File: src/verilog/adc_ctrl_pkg.sv
package adc_ctrl_pkg;
   // register addresses in the special function register space
   localparam logic [7:0] ADDR_CLK_DIV = 8'hF2;
   localparam logic [7:0] ADDR_CTRL = 8'hF3;
   localparam logic [7:0] ADDR_RES_LO = 8'hF4;
   localparam logic [7:0] ADDR_RES_HI = 8'hF5;
   localparam logic [7:0] ADDR_PIN_CFG = 8'hF6;
   localparam logic [7:0] REG_RESET = 8'h00;
   localparam logic [7:0] READ_NONE = 8'h00;
   // converter_control field positions
   localparam int CTRL_PRECISION_IDLE_SELECT_BIT = 6;
   localparam int CTRL_ENABLE_BIT = 5;
   localparam int CTRL_DONE_BIT = 4;
   localparam int CTRL_START_BIT = 3;
   localparam int CTRL_CHAN_MSB = 2;
   localparam int CHAN_W = 3;
   // converter_clock_divider field
   localparam int PRS_MSB = 4;
   localparam int PRS_W = 5;
   // bit of the second interrupt enable register that gates this source
   localparam int IEN_CONV_BIT = 1;
   // converter timing
   localparam int DIV_W = 7;
   localparam logic [DIV_W-1:0] DIV_FOR_ZERO = 7'h40;
   localparam int PER_W = 4;
   localparam logic [PER_W-1:0] CONV_PERIODS = 4'hB;
   localparam int RESULT_W = 10;

   typedef struct packed {
      logic [7:0] addr;
      logic wr;
      logic rd;
      logic [7:0] wdata;
   } sfr_req_t;

   typedef enum logic [1:0] {
      ST_IDLE = 2'b01,
      ST_CONV = 2'b10
   } conv_state_t;
endpackage : adc_ctrl_pkg

File: src/verilog/adc_conversion_control.sv
`timescale 1ns/10ps
module adc_conversion_control (
   input wire logic sys_clk,
   input wire logic rst_n,
   input wire adc_ctrl_pkg::sfr_req_t sfr_req,
   output logic [7:0] sfr_rdata,
   input wire logic [7:0] second_irq_enable_reg,
   input wire logic [adc_ctrl_pkg::RESULT_W-1:0] core_result,
   output logic [7:0] pin_route_bits,
   output logic [adc_ctrl_pkg::CHAN_W-1:0] selected_analog_input,
   output logic converter_enable,
   output logic sample_hold,
   output logic conv_strobe,
   output logic cpu_halt,
   output logic irq_defer,
   output logic converter_irq
);
   import adc_ctrl_pkg::*;

   function automatic logic [DIV_W-1:0] conv_div(input logic [PRS_W-1:0] prs);
      conv_div = (prs == '0) ? DIV_FOR_ZERO : {1'b0, prs, 1'b0};
   endfunction : conv_div

   function automatic logic is_write(input sfr_req_t r, input logic [7:0] a);
      is_write = r.wr && (r.addr == a);
   endfunction : is_write

   logic [PRS_W-1:0] clk_div_q, clk_div_d;
   logic [7:0] pin_cfg_q, pin_cfg_d;
   logic precision_idle_select_q, precision_idle_select_d;
   logic enable_q, enable_d;
   logic done_q, done_d;
   logic start_q, start_d;
   logic [CHAN_W-1:0] chan_q, chan_d;
   logic [CHAN_W-1:0] conv_chan_q, conv_chan_d;
   logic prec_q, prec_d;
   logic [7:0] res_hi_q, res_hi_d;
   logic [1:0] res_lo_q, res_lo_d;
   conv_state_t state_q, state_d;
   logic [DIV_W-1:0] div_q, div_d;
   logic [DIV_W-1:0] pre_cnt_q, pre_cnt_d;
   logic [PER_W-1:0] per_cnt_q, per_cnt_d;
   logic [7:0] rdata_q, rdata_d;
   logic wr_ctrl, start_req, tick, conv_done, busy;
   logic [CHAN_W-1:0] wr_chan;

   assign busy = (state_q == ST_CONV);
   assign wr_ctrl = is_write(sfr_req, ADDR_CTRL);
   assign wr_chan = sfr_req.wdata[CTRL_CHAN_MSB:0];
   // unrouted pin or standby: the write leaves the start bit clear
   assign start_req = wr_ctrl && sfr_req.wdata[CTRL_START_BIT]
                      && sfr_req.wdata[CTRL_ENABLE_BIT]
                      && pin_cfg_q[wr_chan] && !busy;
   assign tick = busy && (pre_cnt_q == div_q - 7'h01);
   assign conv_done = tick && (per_cnt_q == CONV_PERIODS - 4'h1);

   // configuration and control bits
   always_comb begin
      clk_div_d = clk_div_q;
      pin_cfg_d = pin_cfg_q;
      precision_idle_select_d = precision_idle_select_q;
      enable_d = enable_q;
      chan_d = chan_q;
      if (is_write(sfr_req, ADDR_CLK_DIV)) begin
         clk_div_d = sfr_req.wdata[PRS_MSB:0];
      end
      if (is_write(sfr_req, ADDR_PIN_CFG)) begin
         pin_cfg_d = sfr_req.wdata;
      end
      if (wr_ctrl) begin
         precision_idle_select_d = sfr_req.wdata[CTRL_PRECISION_IDLE_SELECT_BIT];
         enable_d = sfr_req.wdata[CTRL_ENABLE_BIT];
         chan_d = wr_chan;
      end
   end

   always_ff @(posedge sys_clk or negedge rst_n) begin
      if (!rst_n) begin
         clk_div_q <= REG_RESET[PRS_W-1:0];
         pin_cfg_q <= REG_RESET;
         precision_idle_select_q <= 1'b0;
         enable_q <= 1'b0;
         chan_q <= REG_RESET[CHAN_W-1:0];
      end else begin
         clk_div_q <= clk_div_d;
         pin_cfg_q <= pin_cfg_d;
         precision_idle_select_q <= precision_idle_select_d;
         enable_q <= enable_d;
         chan_q <= chan_d;
      end
   end

   // conversion sequencer, flags and results
   always_comb begin
      state_d = state_q;
      start_d = start_q;
      prec_d = prec_q;
      conv_chan_d = conv_chan_q;
      div_d = div_q;
      pre_cnt_d = pre_cnt_q;
      per_cnt_d = per_cnt_q;
      res_hi_d = res_hi_q;
      res_lo_d = res_lo_q;
      // a done in the same cycle as a clearing write keeps the flag set
      done_d = done_q && !(wr_ctrl && !sfr_req.wdata[CTRL_DONE_BIT]);
      unique case (state_q)
         ST_IDLE: begin
            if (start_req) begin
               state_d = ST_CONV;
               start_d = 1'b1;
               prec_d = sfr_req.wdata[CTRL_PRECISION_IDLE_SELECT_BIT];
               conv_chan_d = wr_chan;
               div_d = conv_div(clk_div_q);
               pre_cnt_d = '0;
               per_cnt_d = '0;
            end
         end
         ST_CONV: begin
            pre_cnt_d = tick ? '0 : pre_cnt_q + 7'h01;
            if (tick) begin
               per_cnt_d = per_cnt_q + 4'h1;
            end
            if (!enable_d) begin
               // standby aborts: no result, no flag
               state_d = ST_IDLE;
               start_d = 1'b0;
               prec_d = 1'b0;
            end else if (conv_done) begin
               state_d = ST_IDLE;
               start_d = 1'b0;
               done_d = 1'b1;
               prec_d = 1'b0;
               // core code already saturated at the reference rails
               res_hi_d = core_result[RESULT_W-1:2];
               res_lo_d = core_result[1:0];
            end
         end
      endcase
   end

   always_ff @(posedge sys_clk or negedge rst_n) begin
      if (!rst_n) begin
         state_q <= ST_IDLE;
         start_q <= 1'b0;
         done_q <= 1'b0;
         prec_q <= 1'b0;
         conv_chan_q <= '0;
         div_q <= DIV_FOR_ZERO;
         pre_cnt_q <= '0;
         per_cnt_q <= '0;
         res_hi_q <= REG_RESET;
         res_lo_q <= REG_RESET[1:0];
      end else begin
         state_q <= state_d;
         start_q <= start_d;
         done_q <= done_d;
         prec_q <= prec_d;
         conv_chan_q <= conv_chan_d;
         div_q <= div_d;
         pre_cnt_q <= pre_cnt_d;
         per_cnt_q <= per_cnt_d;
         res_hi_q <= res_hi_d;
         res_lo_q <= res_lo_d;
      end
   end

   // register read, answered one cycle after the read strobe
   always_comb begin
      rdata_d = READ_NONE;
      if (sfr_req.rd) begin
         unique case (sfr_req.addr)
            ADDR_CLK_DIV: rdata_d = {3'h0, clk_div_q};
            ADDR_CTRL: rdata_d = {1'b0, precision_idle_select_q, enable_q, done_q, start_q, chan_q};
            ADDR_RES_LO: rdata_d = {6'h00, res_lo_q};
            ADDR_RES_HI: rdata_d = res_hi_q;
            ADDR_PIN_CFG: rdata_d = pin_cfg_q;
            default: rdata_d = READ_NONE;
         endcase
      end
   end

   always_ff @(posedge sys_clk or negedge rst_n) begin
      if (!rst_n) begin
         rdata_q <= READ_NONE;
      end else begin
         rdata_q <= rdata_d;
      end
   end

   assign sfr_rdata = rdata_q;
   assign pin_route_bits = pin_cfg_q;
   assign selected_analog_input = conv_chan_q;
   assign converter_enable = enable_q;
   assign sample_hold = busy && (per_cnt_q == '0);
   assign conv_strobe = tick;
   // processor halt ends when the conversion ends or aborts, whatever the interrupt enable
   assign cpu_halt = busy && prec_q;
   assign irq_defer = cpu_halt;
   assign converter_irq = done_q && second_irq_enable_reg[IEN_CONV_BIT];

   // checking helpers
   logic [10:0] conv_cyc_q;
   always_ff @(posedge sys_clk or negedge rst_n) begin
      if (!rst_n) begin
         conv_cyc_q <= '0;
      end else begin
         conv_cyc_q <= busy ? conv_cyc_q + 11'h001 : '0;
      end
   end
endmodule : adc_conversion_control

File: config.mk
export PLATFORM = sky130hd
export DESIGN_NAME = adc_conversion_control
export DESIGN_NICKNAME = d
export VERILOG_FILES = /design/src/verilog/adc_ctrl_pkg.sv /design/src/verilog/adc_conversion_control.sv
export SDC_FILE = /design/constraint.sdc
export NUM_CORES = 1
export LEC_CHECK = 0
export BUFFER_PORTS_ARGS = -buffer_cell sky130_fd_sc_hd__buf_4
export CELL_PAD_IN_SITES_DETAIL_PLACEMENT = 2
export CELL_PAD_IN_SITES_GLOBAL_PLACEMENT = 2
export CORE_MARGIN = 2
export CORE_UTILIZATION = 36
export CTS_CLUSTER_SIZE = 14
export DETAILED_ROUTE_END_ITERATION = 8
export PLACE_DENSITY = 0.85
export SETUP_SLACK_MARGIN = 0.5
export SKIP_LAST_GASP = 1
export SLEW_MARGIN = 20
export SYNTH_ARGS = -nofsm -noshare
export SYNTH_HDL_FRONTEND = slang
export SYNTH_SLANG_ARGS = --single-unit
File: constraint.sdc
create_clock -name sys_clk -period 3 [get_ports sys_clk]
set_clock_uncertainty 0.2 [all_clocks]
set_input_delay 0.15 -clock sys_clk [delete_from_list [all_inputs] [get_ports sys_clk]]
set_output_delay 0.15 -clock sys_clk [all_outputs]
set_load 0.02 [all_outputs]
==> flow_summary_export.csv <==
group,metric,value,unit
timing,tns,0,ns
hold_path,worstHoldPathCells,3,
yosys,synth-edff-count,0,
worst_setup_path,critPathKind,"register to output pin",
yosys,ys.flop_type,"dfrtp_1",
timing,tightest_slew,1.005,ns
clock_tree,h-tree-depth,3,
drt,viasPerCell,5.695,
place,place_area,3520,sq um
drt,ant_nets,0,
drt,drt_pass1_iterations,5,
yosys,ys_warn_count,0,
place,gp_congestion,0.8016,
grt,grt_pass1_vias,2945,
worst_setup_path,slowest_stage,"dfrtp_1",
clock_tree,clockRootBuffer,"clkbuf_8",
yosys,netlist_area,3015,sq um
clock_tree,clkLatencyLatePin,0.35,ns
finish,area_growth,38.09,%
grt,grt_pass1_wl,18.01,mm
clock_tree,cts_sinks,60,
timing,final_hold_viol_count,0,
place,dp_hpwl,6.292,mm
timing,clock.fmax,375.0,MHz
place,port_buffers,55,
floorplanning,die_area,9124,sq um
yosys,yosysUniqueCellTypes,50,
yosys,synthAdderAreaFrac,0.02075,
pwr,ir_drop,340.2,uV
timing,rsz0062_at_grt,"true",
place,place_ws,0.3119,ns
yosys,synth_top_family_by_area,"simple AND/OR/NAND/NOR gates",
floorplanning,fp.dieW,95.52,um
flow_run,maxCapViolCount,0,
finish,fin_area,4164,sq um
drt,vias,2614,
clock_tree,tritoncts,"done",
worst_setup_path,path_cells,"inv_2 -> ha_4 -> or3_4 -> a31o_4 -> nor4_4 -> buf_4 -> and2_4 -> buf_6",
finish,fin_util,0.5093,
pwr,power_density,501.5,nW/um^2
clock_tree,cts_buffers,9,
floorplanning,fp.dieH,95.52,um
clock_tree,cts_buffer_depth,2,
drt,wl_per_cell,26.69,um
yosys,async_reset_ff_frac,1.000,
timing,holdWs,0.1456,ns
finish,final_common_cell,"buf_4",
drt,drtIter0Drc,114,
status,status,"completed",
yosys,synth_cells,254,
finish,layout_common_cells,"buf_4, dfrtp_1, mux2_2",
yosys,synth-seq-area-share,0.4988,
worst_setup_path,critPathLaunchType,"register",
hold_path,holdCritPathClass,"primary input to register",
floorplanning,coreArea,8175,sq um
finish,multiInputGateArea,1525,sq um
timing,min_period,2.667,ns
timing,timing.final.ws_setup,0.3333,ns
grt,grt_max_degree,61,
grt,antenna_found_initial,0,
pwr,leakagePower,2.016,nW
worst_setup_path,crit_arrival,2.32,ns
drt,routed_wl,12.25,mm
finish,final.fill_count,785,
yosys,synth-xor-area-share,0.02324,
floorplanning,rows,33,
finish,ff_latch_area,1508,sq um
drt,drc,0,
timing,setup_violations,0,
yosys,synth_seq_cells,60,
timing,max-slew-margin-rel,0.3296,
yosys,avgSynthCellArea,11.87,sq um
grt,grt-ovfl-total,0,
timing,slew_violations,0,
finish,final_nets,393,
yosys,synth-compound-area-share,0.09336,
finish,layout-drive-gt1-share,0.4322,
grt,track_usage,0.2765,
floorplanning,pin_count,63,
clock_tree,cts.clk_slew.worst_paths,0.07,ns
worst_setup_path,slowest_delay,0.39,ns
timing,min_period_over_period,0.8889,
floorplanning,start_util,0.3688,
worst_setup_path,rr_worst_depth,10,
worst_setup_path,critPathRequiredTime,2.65,ns
worst_setup_path,worstPathMaxFanout,2,
yosys,synthMuxAreaShare,0.1660,
finish,diodes,0,
yosys,synthSimpleGateAreaFrac,0.1672,
worst_setup_path,end_kind,"output pin",
yosys,synthesis.nets,297,
## cell type report
type                            instances  share of cell area
Tap cell                              105             0.03155
Clock buffer                           13             0.03816
Sequential cell                        60              0.3621
Timing Repair Buffer                   97              0.1941
Inverter                                6            0.005409
Multi-Input combinational cell        176              0.3663
Clock inverter                          2            0.002404
## what timing repair did
action                                 CTS  global route
setup endpoints to repair               22            38
cloned                                   0             0
setup buffers                           11             4
endpoints found under the hold margin   93             0
resized for setup                       13            18
pin swaps                                4             6
hold buffers                            23             0
## metal layers
metal,track usage,share of wire
met5,0,0
met3,0.04585,0.042
met1,0.3419,0.41
met2,0.4709,0.52
met4,0.1274,0.031
## critical path, delay by kind of cell (launching register included)
kind	cells	cell delay, ns
AND/OR/NAND/NOR	3	0.79
flip-flops	1	0.39
buffers and inverters	3	0.38
AO/OA/AOI/OAI	1	0.25
adder cells (fa/ha/maj)	1	0.16
## cells by family after synthesis
kind of cell | Yosys count
adder cells (fa/ha/maj) | 5
flip-flops | 60
XOR/XNOR | 8
AND/OR/NAND/NOR | 85
AO/OA/AOI/OAI | 36
multiplexers | 42
buffers and inverters | 18
## state kept, by name, summed over array words and instances (netlist names), 2 cells and up
register               count
selected_analog_input      3
pin_route_bits             8
chan_q                     3
res_hi_q                   8
clk_div_q                  5
per_cnt_q                  4
div_q                      6
pre_cnt_q                  7
res_lo_q                   2
sfr_rdata                  8
## cells in the mapped netlist (6+ instances only)
library cell,n,area (sq um)
nand3_1,9,45.04
mux2_2,26,292.8
nor3_1,6,30.03
dfrtp_1,58,1451
nand2_1,17,63.81
mux2_4,9,135.1
nor2_1,13,48.80
inv_1,6,22.52
a222oi_1,7,70.07
clkbuf_1,6,22.52
a21oi_1,6,30.03
and2_1,7,43.79
## through the flow
step	instances	power (mW)
floorplan	254	1.133
global placement	406	1.277
detailed placement	406	1.309
CTS	455	1.999
global route	459	2.160
finish	459	2.088
## report_power, final
group	switching (mW)	leakage, nW	internal [mW]
registers	0.0708	0.807	0.861
logic	0.277	1.12	0.195
clock network	0.345	0.0893	0.339
## final timing paths
path	endpoint	startpoint	slack [ns]
hold reg to reg	selected_analog_input[2]$_DFFE_PN0P_	selected_analog_input[2]$_DFFE_PN0P_	0.29
setup / recovery	conv_strobe	div_q[1]$_DFFE_PN0P_	0.33
hold / removal	chan_q[1]$_DFFE_PN0N_	sfr_req[9]	0.15
min in group asynchronous	per_cnt_q[2]$_DFFE_PN0P_	rst_n	0.22
setup reg to reg	pre_cnt_q[3]$_DFFE_PN0P_	div_q[1]$_DFFE_PN0P_	0.39
max in group asynchronous	div_q[3]$_DFFE_PN0P_	rst_n	1.81
(Power assumes the default switching activity.)
